## src/logic/mem_timing_pkg.sv

```systemverilog
// Function
// - rom_b_wait_code is bits 6:4 of rom_cycle_timing, reset to 111.
// - a wait code of 0..7 adds that many clocks to the minimum cycle.
// - with short_cycle_select clear, codes 0..7 give 5..12 clocks.
// - with short_cycle_select set, codes 0..7 give 3..10 clocks.
// - rom_a_wait_code is bits 2:0, reset to 111, decoded like rom_b.
// - bit 7 of ram_cycle_timing (index 7DH) selects the short cycle.
// - the RAM wait code is bits 6:4 of ram_cycle_timing, reset to 111.
// - bit 0 of ram_cycle_timing is leadoff_delay_enable, reset to 1.
// - with leadoff delay on, each cycle starts one clock later.
// - reserved timing register bits reset to zero.
// - refresh_interval_code divides the 32.768 kHz clock; 00H = each edge.
`default_nettype none
package mem_timing_pkg;
   // ==========================================================
   // register map (byte address is four times the index)
   localparam logic [7:0] ROM_TIMING_IDX = 8'h7C;
   localparam logic [7:0] RAM_TIMING_IDX = 8'h7D;
   localparam logic [7:0] REFRESH_IDX = 8'h7E;
   localparam logic [7:0] STATUS_IDX = 8'h7F;
   localparam logic [11:0] ROM_TIMING_ADDR = {2'h0, ROM_TIMING_IDX, 2'h0};
   localparam logic [11:0] RAM_TIMING_ADDR = {2'h0, RAM_TIMING_IDX, 2'h0};
   localparam logic [11:0] REFRESH_ADDR = {2'h0, REFRESH_IDX, 2'h0};
   localparam logic [11:0] STATUS_ADDR = {2'h0, STATUS_IDX, 2'h0};
   // ==========================================================
   // field positions
   localparam int ROM_B_WAIT_LSB = 4;
   localparam int ROM_A_WAIT_LSB = 0;
   localparam int RAM_WAIT_LSB = 4;
   localparam int SHORT_CYCLE_BIT = 7;
   localparam int LEADOFF_BIT = 0;
   localparam int STAT_BUSY_BIT = 7;
   localparam int STAT_LEADOFF_BIT = 6;
   // ==========================================================
   // reset values and writable bits
   localparam logic [7:0] ROM_TIMING_RST = 8'h77;
   localparam logic [7:0] RAM_TIMING_RST = 8'h71;
   localparam logic [7:0] REFRESH_RST = 8'h00;
   localparam logic [7:0] ROM_WR_MASK = 8'h77;
   localparam logic [7:0] RAM_WR_MASK = 8'hF1;
   // ==========================================================
   // timing counts in processor clocks and slow clock edges
   localparam logic [3:0] SLOW_MIN_CLKS = 4'h5;
   localparam logic [3:0] SHORT_MIN_CLKS = 4'h3;
   localparam logic [8:0] REF_EDGES_ALL = 9'h100;
   localparam logic [8:0] REF_EDGES_BASE = 9'h0FF;
   localparam logic [7:0] REF_CODE_ALL = 8'hFF;
   // ==========================================================
   // types
   typedef enum logic [1:0] {
      REGION_ROM_A = 2'h0,
      REGION_ROM_B = 2'h1,
      REGION_RAM = 2'h2
   } region_e;
   typedef struct packed {
      logic valid;
      region_e region;
   } mem_req_s;
   typedef enum logic [2:0] {
      ST_IDLE = 3'b001,
      ST_LEADOFF = 3'b010,
      ST_ACTIVE = 3'b100
   } cyc_state_e;
endpackage : mem_timing_pkg
`default_nettype wire

```

## src/logic/mem_wait_timing.sv

```systemverilog
`timescale 1ns/1ps
`default_nettype none
module mem_wait_timing
   import mem_timing_pkg::*;
(
   input wire logic clk, // processor_clock, 200 MHz
   input wire logic arst_n, // async reset, active low
   input wire logic psel, // apb select
   input wire logic penable, // apb access phase
   input wire logic pwrite, // apb direction
   input wire logic [11:0] paddr, // apb byte address
   input wire logic [31:0] pwdata, // apb write data
   input wire logic [3:0] pstrb, // apb byte strobes
   output logic [31:0] prdata, // apb read data
   output logic pready, // apb ready
   output logic pslverr, // apb error on unmapped address
   input wire mem_req_s mem_req, // processor access request
   output logic mem_req_ready, // access may be taken
   output logic mem_cycle, // memory cycle in progress
   output region_e mem_region, // region of current cycle
   output logic mem_done, // access completed, one pulse
   input wire logic ref_clk_pin, // 32.768 kHz pin
   output logic refresh_req // refresh request, one pulse
);
   // ==========================================================
   // decode helpers
   function automatic logic [3:0] cycle_clocks(
      input logic [2:0] code,
      input logic short_sel
   );
      cycle_clocks = (short_sel ? SHORT_MIN_CLKS : SLOW_MIN_CLKS) +
         {1'b0, code};
   endfunction : cycle_clocks

   function automatic logic [8:0] ref_edges(input logic [7:0] code);
      if (code == REFRESH_RST)
      begin
         ref_edges = 9'h001;
      end
      else if (code == REF_CODE_ALL)
      begin
         ref_edges = REF_EDGES_ALL;
      end
      else
      begin
         ref_edges = REF_EDGES_BASE - {1'b0, code};
      end
   endfunction : ref_edges

   // ==========================================================
   // registers
   logic [7:0] rom_q;
   logic [7:0] ram_q;
   logic [7:0] refresh_q;
   logic [7:0] prdata_q;
   logic [7:0] status;
   logic sel_rom;
   logic sel_ram;
   logic sel_ref;
   logic sel_stat;
   logic mapped;
   logic wr_en;
   logic [7:0] wbyte;

   assign sel_rom = (paddr == ROM_TIMING_ADDR);
   assign sel_ram = (paddr == RAM_TIMING_ADDR);
   assign sel_ref = (paddr == REFRESH_ADDR);
   assign sel_stat = (paddr == STATUS_ADDR);
   assign mapped = sel_rom | sel_ram | sel_ref | sel_stat;
   assign wr_en = psel & penable & pwrite & pstrb[0];
   assign wbyte = pwdata[7:0];
   assign pready = 1'b1;
   assign pslverr = psel & penable & ~mapped;
   assign prdata = {24'h000000, prdata_q};

   // timing registers; reserved bits never store
   always_ff @(posedge clk or negedge arst_n)
   begin
      if (!arst_n)
      begin
         rom_q <= ROM_TIMING_RST;
         ram_q <= RAM_TIMING_RST;
      end
      else if (wr_en && sel_rom)
      begin
         rom_q <= wbyte & ROM_WR_MASK;
      end
      else if (wr_en && sel_ram)
      begin
         ram_q <= wbyte & RAM_WR_MASK;
      end
   end

   always_ff @(posedge clk or negedge arst_n)
   begin
      if (!arst_n)
      begin
         refresh_q <= REFRESH_RST;
      end
      else if (wr_en && sel_ref)
      begin
         refresh_q <= wbyte;
      end
   end

   // read data latched in the setup phase
   always_ff @(posedge clk or negedge arst_n)
   begin
      if (!arst_n)
      begin
         prdata_q <= 8'h00;
      end
      else if (psel && !penable)
      begin
         if (sel_rom)
         begin
            prdata_q <= rom_q;
         end
         else if (sel_ram)
         begin
            prdata_q <= ram_q;
         end
         else if (sel_ref)
         begin
            prdata_q <= refresh_q;
         end
         else if (sel_stat)
         begin
            prdata_q <= status;
         end
         else
         begin
            prdata_q <= 8'h00;
         end
      end
   end

   // ==========================================================
   // memory cycle sequencer
   cyc_state_e state_q;
   logic [3:0] len_q;
   logic [3:0] remain_q;
   logic done_q;
   region_e region_q;
   logic [2:0] sel_code;
   logic short_sel;
   logic leadoff_on;
   logic accept;

   assign short_sel = ram_q[SHORT_CYCLE_BIT];
   assign leadoff_on = ram_q[LEADOFF_BIT];
   assign mem_req_ready = (state_q == ST_IDLE);
   assign accept = mem_req.valid & mem_req_ready;
   assign mem_cycle = (state_q == ST_ACTIVE);
   assign mem_region = region_q;
   assign mem_done = done_q;
   assign status = {mem_cycle | (state_q == ST_LEADOFF),
      state_q == ST_LEADOFF, 2'h0, len_q};

   always_comb
   begin
      case (mem_req.region)
         REGION_ROM_A: sel_code = rom_q[ROM_A_WAIT_LSB +: 3];
         REGION_ROM_B: sel_code = rom_q[ROM_B_WAIT_LSB +: 3];
         default: sel_code = ram_q[RAM_WAIT_LSB +: 3];
      endcase
   end

   always_ff @(posedge clk or negedge arst_n)
   begin
      if (!arst_n)
      begin
         state_q <= ST_IDLE;
      end
      else
      begin
         case (state_q)
            ST_IDLE:
            begin
               if (accept)
               begin
                  state_q <= leadoff_on ? ST_LEADOFF : ST_ACTIVE;
               end
            end
            ST_LEADOFF:
            begin
               state_q <= ST_ACTIVE;
            end
            ST_ACTIVE:
            begin
               if (remain_q == 4'h0)
               begin
                  state_q <= ST_IDLE;
               end
            end
            default:
            begin
               state_q <= ST_IDLE;
            end
         endcase
      end
   end

   // length latched at acceptance, counted down while active
   always_ff @(posedge clk or negedge arst_n)
   begin
      if (!arst_n)
      begin
         len_q <= 4'h0;
         remain_q <= 4'h0;
         region_q <= REGION_ROM_A;
      end
      else if (accept)
      begin
         len_q <= cycle_clocks(sel_code, short_sel);
         remain_q <= cycle_clocks(sel_code, short_sel) - 4'h1;
         region_q <= mem_req.region;
      end
      else if (mem_cycle && remain_q != 4'h0)
      begin
         remain_q <= remain_q - 4'h1;
      end
   end

   always_ff @(posedge clk or negedge arst_n)
   begin
      if (!arst_n)
      begin
         done_q <= 1'b0;
      end
      else
      begin
         done_q <= mem_cycle && (remain_q == 4'h0);
      end
   end

   // ==========================================================
   // refresh divider on the 32.768 kHz pin
   logic [2:0] ref_s_q;
   logic ref_edge;
   logic [8:0] ref_cnt_q;
   logic ref_q;

   assign ref_edge = ref_s_q[1] ^ ref_s_q[2];
   assign refresh_req = ref_q;

   always_ff @(posedge clk or negedge arst_n)
   begin
      if (!arst_n)
      begin
         ref_s_q <= 3'h0;
      end
      else
      begin
         ref_s_q <= {ref_s_q[1:0], ref_clk_pin};
      end
   end

   always_ff @(posedge clk or negedge arst_n)
   begin
      if (!arst_n)
      begin
         ref_cnt_q <= 9'h000;
         ref_q <= 1'b0;
      end
      else if (wr_en && sel_ref)
      begin
         ref_cnt_q <= ref_edges(wbyte) - 9'h001;
         ref_q <= 1'b0;
      end
      else if (ref_edge && ref_cnt_q == 9'h000)
      begin
         ref_cnt_q <= ref_edges(refresh_q) - 9'h001;
         ref_q <= 1'b1;
      end
      else
      begin
         ref_cnt_q <= ref_edge ? ref_cnt_q - 9'h001 : ref_cnt_q;
         ref_q <= 1'b0;
      end
   end

   // ==========================================================
   // assertions
   logic [3:0] act_cnt_q;

   always_ff @(posedge clk or negedge arst_n)
   begin
      if (!arst_n)
      begin
         act_cnt_q <= 4'h0;
      end
      else
      begin
         act_cnt_q <= mem_cycle ? act_cnt_q + 4'h1 : 4'h0;
      end
   end
endmodule : mem_wait_timing
`default_nettype wire
```

## config.mk

```make
export PLATFORM = sky130hd
export DESIGN_NAME = mem_wait_timing
export DESIGN_NICKNAME = d
export VERILOG_FILES = /design/src/logic/mem_timing_pkg.sv /design/src/logic/mem_wait_timing.sv
export SDC_FILE = /design/constraint.sdc
export NUM_CORES = 1
export LEC_CHECK = 0
export BUFFER_PORTS_ARGS = -buffer_cell sky130_fd_sc_hd__clkbuf_2
export CAP_MARGIN = 25
export CORE_MARGIN = 1
export CORE_UTILIZATION = 56
export CTS_CLUSTER_SIZE = 12
export DETAILED_ROUTE_END_ITERATION = 16
export GPL_ROUTABILITY_DRIVEN = 0
export PLACE_DENSITY = 0.95
export SLEW_MARGIN = 40
export SYNTH_ARGS = -nofsm -noshare
export SYNTH_HDL_FRONTEND = slang
export SYNTH_SLANG_ARGS = --single-unit
```

## constraint.sdc

```tcl
create_clock -name clk -period 5.2 [get_ports clk]
set_clock_uncertainty 0.1 [all_clocks]
set_input_delay 1.04 -clock clk [delete_from_list [all_inputs] [get_ports clk]]
set_output_delay 1.04 -clock clk [all_outputs]
set_load 0.03 [all_outputs]
```

# Yosys cells after proc, flatten, opt, wreduce, memory -nomap -nowiden
# Cells that the tools add are included.
# word_totals
register_bits,54
in_bits,57
out_inout_bits,40
word_cells,86
# classes
add_sub_neg,8
eq_ne,12
mux,24
bitwise_logic,12
n_reduce_logical,18
# op_table
op,count
9-bit two-way mux,10
12-bit by 9-bit == test with 1-bit output (second input constant),4
8-bit two-way mux,4
9-bit by 1-bit subtractor with 9-bit output (second input constant),3
8-bit by 8-bit subtractor with 9-bit output (first input constant),2
8-bit == test (second input constant),2
8-bit logical NOT,2
3-bit two-way mux,4
9-bit logical NOT,1
3-bit case mux with 3 select lines,1
4-bit two-way mux,2
4-bit by 1-bit subtractor with 4-bit output (second input constant),2
1-bit logical AND,7
3-bit case mux with 2 select lines,1
1-bit AND,5
3-bit by 3-bit adder with 4-bit output,1
4-bit logical NOT,1
2-bit by 1-bit inequality test with 1-bit output (second input constant),2
1-bit bitwise OR,4
2-bit AND reduction,2
4-bit nonzero test,1
3-bit by 1-bit == test with 1-bit output (second input constant),1
3-bit by 2-bit == test with 1-bit output (second input constant),1
3-bit == test (second input constant),1
8 further kinds,10

# Longest topological paths before layout
# Gate-level depths: netlist of the first run.
# logic_depth
depth_word,8
depth_mapped,11
ltp_nobuf,10

# Worst setup path before layout of the first run
# Ideal clock, no wire load.
# synth_timing
path_type,in2out
startpoint,input paddr[9]
endpoint,output pslverr
arrival_ns,2.660
t_required_ns,4.060
path_slack_ns,1.400
path_stages,5
n_path_buf,2
path_cell_list,or4b_4 > or4_1 > buf_2 > clkbuf_1 > and3_1
# synth_between
elab_chain_cells,6
# synth_rtl
item,line,rtl
start: declaration,mem_wait_timing.sv:11,"input wire logic [11:0] paddr,"
12-bit by 9-bit == test with 1-bit output (on tied branches),"mem_wait_timing.sv:65, mem_wait_timing.sv:66",
1-bit bitwise OR (2 in a row),mem_wait_timing.sv:69,assign mapped = sel_rom | sel_ram | sel_ref | sel_stat;
1-bit bitwise OR *,mem_wait_timing.sv:69,
1-bit inverter *,mem_wait_timing.sv:73,assign pslverr = psel & penable & ~mapped;
1-bit AND *,mem_wait_timing.sv:73,
end: declaration,mem_wait_timing.sv:16,"output logic pslverr,"
# Mark *: on every way between the ends. The rest lies on a longest branch, timed or not.

# Worst setup path after layout of the first run
# Same ends and word-level chain as after synthesis.

==> results of run 1 <==
logic make-up after synthesis:
logic type      count (synthesis)
compound gates                 76
other cells                     2
simple gates                  122
xor+xnor                       11
mux                            19
fa+ha+maj                       5
flops                          54
buf+inv                        55
final cells by class:
class	instances	area (um^2)	share of cell area (%)
clock inverter	1	30.0	0.868
multi-input combinational	258	1610	46.6
tap	72	90.1	2.60
timing repair buffer	46	235	6.80
sequential	54	1370	39.5
clock buffer	7	76.3	2.21
inverter	13	48.8	1.41
power by group through the flow:
stage	clock, W	combinational (W)	sequential (W)
floorplan	0	0.000293	0.000542
global placement	0	0.000354	0.000542
detailed placement	0	0.000377	0.000546
CTS	0.000280	0.000382	0.000538
global route	0.000293	0.000428	0.000551
finish	0.000278	0.000394	0.000542
worst reg2reg max path: stages, from the launching register on:
cell	delay [ps]
dfrtp_1	460
nor4_1	350
nand2_1	260
a311oi_1	430
or2_2	200
ha_1	190
o21ai_1	150
nor4_2	290
xnor2_1	160
a21oi_1	90
state kept, by name, indices dropped and copies added, names as in the netlist:
signal	count
remain_q	4
refresh_q	8
rom_q	6
refresh_req	1
prdata_q	8
len_q	4
state_q	3
ram_q	5
ref_s_q	3
ref_cnt_q	9
mem_done	1
mem_region	2
cells in the final DEF, fill, tap and decap left out, drive strengths merged, types with 5 or more instances in the layout:
cell type / Yosys / routed
nor2: 36 / 36
mux2i: 7 / 7
nand2b: 5 / 5
dfstp: 11 / 11
conb: 2 / 25
clkbuf: 10 / 51
o31ai: 6 / 6
xnor2: 7 / 7
a31oi: 5 / 5
nor4: 8 / 8
mux2: 10 / 10
nor3: 5 / 5
a21oi: 23 / 23
dfrtp: 43 / 43
or2: 5 / 5
nand4: 6 / 6
o21ai: 22 / 22
nand2: 35 / 35
inv: 13 / 13
a311oi: 6 / 6
cell usage after synthesis (all sizes together) (5+ instances only):
cell type  instances  area share [%]
dfrtp             43              34
nor2              36             4.5
nand2             35             4.1
buf               32             7.1
a21oi             23             3.6
o21ai             22             3.4
inv               13             1.5
dfstp             11             9.1
clkbuf            10             1.2
mux2              10             3.5
nor4               8             2.0
mux2i              7             2.2
xnor2              7             1.9
a311oi             6             1.6
nand4              6             1.2
o31ai              6             1.4
a31oi              5            0.98
nand2b             5            0.98
nor3               5             1.1
or2                5            0.98
routing by layer:
metal / GRT usage (%) / vias to the layer above / share of wire, %
li1: - / 1223 / -
met1: 31.8 / 1285 / 39
met2: 41.7 / 177 / 47
met3: 5.18 / 46 / 9.0
met4: 14.0 / 0 / 4.5
met5: 0 / - / 0
final timing paths:
kind / to / cells after the start / slack, ps
max: pslverr / 5 / 1180
min: ref_s_q[1] / 0 / 260
max reg2reg: ref_cnt_q[8] / 9 / 2380
min reg2reg: ref_s_q[1] / 0 / 260
max in group asynchronous: refresh_q[3] / 2 / 3810
min in group asynchronous: ref_cnt_q[0] / 2 / 720
metrics by stage:
step	area, um^2	cells	hold slack [ps]	setup WS, ps
after detailed placement	3340	443	248	1200
after global routing	3460	451	279	1100
after CTS	3450	451	270	1170
after floorplan	3280	367	231	1400
final	3460	451	264	1180
after global placement	3340	443	236	1230
==> metrics.cfg, run 1 <==
[global_route]
grt_pass1_vias = 2697
antenna_found_initial = 0
grt_first_pass_wirelength_um = 12100
grt_max_degree = 55
overflow = 0
grt_usage_pct = 25.6

[drt]
drt_iter0_drc = 361
drcViolationCount = 0
via_per_inst = 6.06
vias = 2731
ant_nets = 0
wl_per_cell_um = 16.1
firstDrtPassIters = 6
routed_wl_um = 7280

[yosys]
synth_ff_type = dfrtp_1
synthArstFlopShare_pct = 100
synth_seq_cells = 54
avgSynthCellArea_um2 = 9.28
synth_mux_area_share_pct = 7.13
synth-compound-area-share_pct = 14.5
synth_enable_flop_cells = 0
yosys_warnings = 0
synth_cell_types = 57
seq_area_frac_synth_pct = 42.8
synthCells = 344
synth_adder_area_share_pct = 2.20
synth_xor_area_share_pct = 3.02
synth_top_family_by_area = simple AND/OR/NAND/NOR gates
syn_area_mm2 = 0.00319
synth_simple_gate_area_share_pct = 20.3

[min_path]
min_from = ref_s_q[0]
hold_path_class = reg -> reg

[setup_path]
cp_data_required_time_ps = 4060
endpoint_kind = output port
critical_path.max_fanout = 14
r2r-start = refresh_q[6]
cpMostUsedCell = clkbuf_2
cp-startpoint = paddr[9]
cp_cell_sequence = clkbuf_2, or4b_4, or4_1, and3_1, clkbuf_2
cp.arrival_ps = 2880
slowest_stage = or4_1
crit_family = simple AND/OR/NAND/NOR gates
slowest_delay_ps = 740
worstSetupPathType = in -> out
cp-start-kind = input port
critical_path_buf_inv_count = 2

[floorplan]
start_util_pct = 58.0
rows = 27
die_w_um = 77.5
ioPinCount = 97
dieArea_mm2 = 0.00601
core-area_mm2 = 0.00551
dieHeight_um = 77.5

[timing]
finalCritPeriodShare_pct = 77.2
max_freq_ghz = 0.249
slew_violations = 0
fin_tns_setup_ps = 0
period_needed_ps = 4020
hold_viol_final = 0
worstMarginPinSlew_ps = 670
finalSetupViolCount = 0
relSlewSlack_pct = 55.3
rsz0062_at_grt = false

[clock_tree]
ctsHoldBuffers = 0
cts-htree-levels = 2
cts_setup_buffers = 0
cts_tree = yes
clock_sinks = 54
root_buffer = clkbuf_8
cts_buffers = 5
clk_pin_slew_ps = 90
cts_resized = 0
clkLatencyLatePin_ps = 320
clk_path_buf_depth = 2

[pwr]
power_frac_comb_pct = 32.5
peakVddDrop_v = 0.000167
power_switching_w = 0.000444
fin_total_pwr_w = 0.00121
pwr-share-clk_pct = 22.9
p_sw_share_pct = 36.6
power_frac_seq_pct = 44.7
power.leakage_nw = 1.55
power_density_mw_per_mm2 = 351
p_int_w = 0.000770

[place]
port_buffers = 44
dpl.hpwl_um = 5200

[cells_and_area]
nets = 440
layout-drive-gt1-share_pct = 22.2
antenna_cells = 0
fin_util_pct = 62.8
areaGrowthSynthToFinish_pct = 8.35
nFillCells = 421

[run_status]
status = complete, no violations

[job]
cap_violations = 0

Power figures use the tool's default switching activity.
==> inputs of run 2 (changes only) <==
- CORE_UTILIZATION: 56 -> 52
- PLACE_DENSITY: 0.95 -> 0.93
- clock period: 5.2 -> 4.2 ns (I/O delays scaled with it)
==> metrics.cfg, run 2 (synthesis results as in run 1) <==
[run_status]
status = complete, no violations

[cells_and_area]
nFillCells = 496  ; +18%
nets = 441  ; +0.23%
largest_register = ref_cnt_q
largest_reg_flops = 9  ; unchanged
layout-drive-gt1-share_pct = 22.6  ; +0.47 points
reg_top3 = ref_cnt_q: 9 flops, prdata_q: 8 flops, refresh_q: 8 flops
antenna_cells = 0  ; unchanged
areaGrowthSynthToFinish_pct = 8.23
fin_util_pct = 58.3  ; -4.5 points
stdcell_count = 455  ; +0.89%
multiInputGateArea_mm2 = 0.00161  ; -0.39%
final_cell_mix = clkbuf_2, dfrtp_1, nand2_1
seq_area_mm2 = 0.00137  ; unchanged

[floorplan]
core-area_mm2 = 0.00592  ; +7.5%
ioPinCount = 97  ; unchanged
dieHeight_um = 80.3  ; +3.7%
start_util_pct = 53.9  ; -4.1 points
dieArea_mm2 = 0.00646  ; +7.5%
rows = 28  ; +3.7%
die_w_um = 80.3  ; +3.7%

[place]
dpl.hpwl_um = 5390  ; +3.6%
dp.cells = 447  ; +0.90%
port_buffers = 44  ; unchanged
dp_slack_ps = 402  ; -798 ps

[timing]
finalSetupViolCount = 0  ; unchanged
layout_setup_ws_ps = 591  ; -593 ps
worstMarginPinSlew_ps = 643  ; -27.6 ps
finalCritPeriodShare_pct = 85.9
fin_tns_setup_ps = 0  ; unchanged
max_freq_ghz = 0.277
hold_viol_final = 0  ; unchanged
period_needed_ps = 3610
relSlewSlack_pct = 56.8  ; +1.5 points
slew_violations = 0  ; unchanged
rsz0062_at_grt = false

[drt]
firstDrtPassIters = 5  ; -1
drt_iter0_drc = 491  ; +36%
wl_per_cell_um = 16.3  ; +0.71%
via_per_inst = 6.05  ; about the same
drcViolationCount = 0  ; unchanged
routed_wl_um = 7390  ; +1.6%
vias = 2754  ; +0.84%
ant_nets = 0  ; unchanged

[pwr]
pwr-share-clk_pct = 20.7  ; -2.2 points
p_sw_share_pct = 37.0  ; +0.48 points
power_density_mw_per_mm2 = 417  ; +19%
peakVddDrop_v = 0.000186  ; +11%
power.leakage_nw = 1.55  ; about the same
power_frac_seq_pct = 46.5  ; +1.8 points
power_switching_w = 0.000534  ; +20%
p_int_w = 0.000907  ; +18%
power_frac_comb_pct = 32.8  ; +0.3 points

[setup_path]
r2r_end = ref_cnt_q[6]
r2r_cells = 9  ; unchanged
critPathCapture = pslverr
r2r_setup_slack_ps = 1470  ; -910 ps
cp_data_required_time_ps = 3260  ; -800 ps
cp-start-kind = input port
r2r-start = ref_cnt_q[1]
endpoint_kind = output port
cp-startpoint = paddr[9]
cp.arrival_ps = 2670  ; -210 ps
critical_path.max_fanout = 14  ; unchanged
worstSetupPathType = in -> out

[clock_tree]
clkLatencyLatePin_ps = 310  ; about the same
cts_buffers = 5  ; unchanged
cts_resized = 0  ; unchanged
cts_setup_buffers = 0  ; unchanged
cts-htree-levels = 2  ; unchanged
clock_sinks = 54  ; unchanged
cts_tree = yes
clk_path_buf_depth = 2  ; unchanged
clk_pin_slew_ps = 90  ; about the same
root_buffer = clkbuf_8
ctsHoldBuffers = 0  ; unchanged

[global_route]
antenna_found_initial = 0  ; unchanged
overflow = 0  ; unchanged
grt_pass1_vias = 2531  ; -6.2%
grt_first_pass_wirelength_um = 12000  ; -1.1%
grt_max_degree = 42  ; -24%
grt_usage_pct = 24.0  ; -1.6 points

[min_path]
hold_path_class = reg -> reg
min_from = ref_s_q[0]
holdPathStages = 0  ; unchanged

[job]
cap_violations = 0  ; unchanged

-- run 2: metrics by stage --
step	area, um^2	hold slack [ps]	power (W)
2_1_floorplan	3280	231	0.00103
3_3_place_gp	3350	234	0.00111
3_5_place_dp	3350	239	0.00114
4_1_cts	3450	261	0.00144
5_1_grt	3450	286	0.00153
6_report	3450	258	0.00144
-- run 2: routing by layer --
layer | share of wire, % | GRT usage (%)
met5 | 0 | 0
met4 | 3.5 | 10.4
met3 | 6.6 | 3.18
met2 | 48 | 38.0
met1 | 42 | 32.9
-- run 2: layout make-up --
cell class,count,area share [%]
multi-input combinational,258,46.5
sequential,54,39.5
timing repair buffer,47,7.10
tap,75,2.72
clock buffer,6,2.39
inverter,13,1.41
clock inverter,2,0.362
-- run 2: worst min-delay path by stage --
stage	end	slack, ps
after floorplan	ref_s_q[1]	230
after global placement	ref_s_q[1]	230
after detailed placement	ref_s_q[1]	240
after CTS	ref_s_q[1]	260
after global routing	ref_s_q[1]	290
final	ref_s_q[1]	260
-- run 2: worst max-delay path: stages --
cell and delay, ps:
clkbuf_2 80, or4b_4 540, or4_1 740, and3_1 300, clkbuf_2 180
-- run 2: power by group through the flow --
| stage | registers [W] | clock network [W] | logic [W] |
|---|---|---|---|
| final | 0.000670 | 0.000298 | 0.000473 |
| after global routing | 0.000679 | 0.000324 | 0.000524 |
| after CTS | 0.000666 | 0.000303 | 0.000468 |
| after detailed placement | 0.000675 | 0 | 0.000465 |
| after global placement | 0.000672 | 0 | 0.000441 |
| after floorplan | 0.000671 | 0 | 0.000363 |
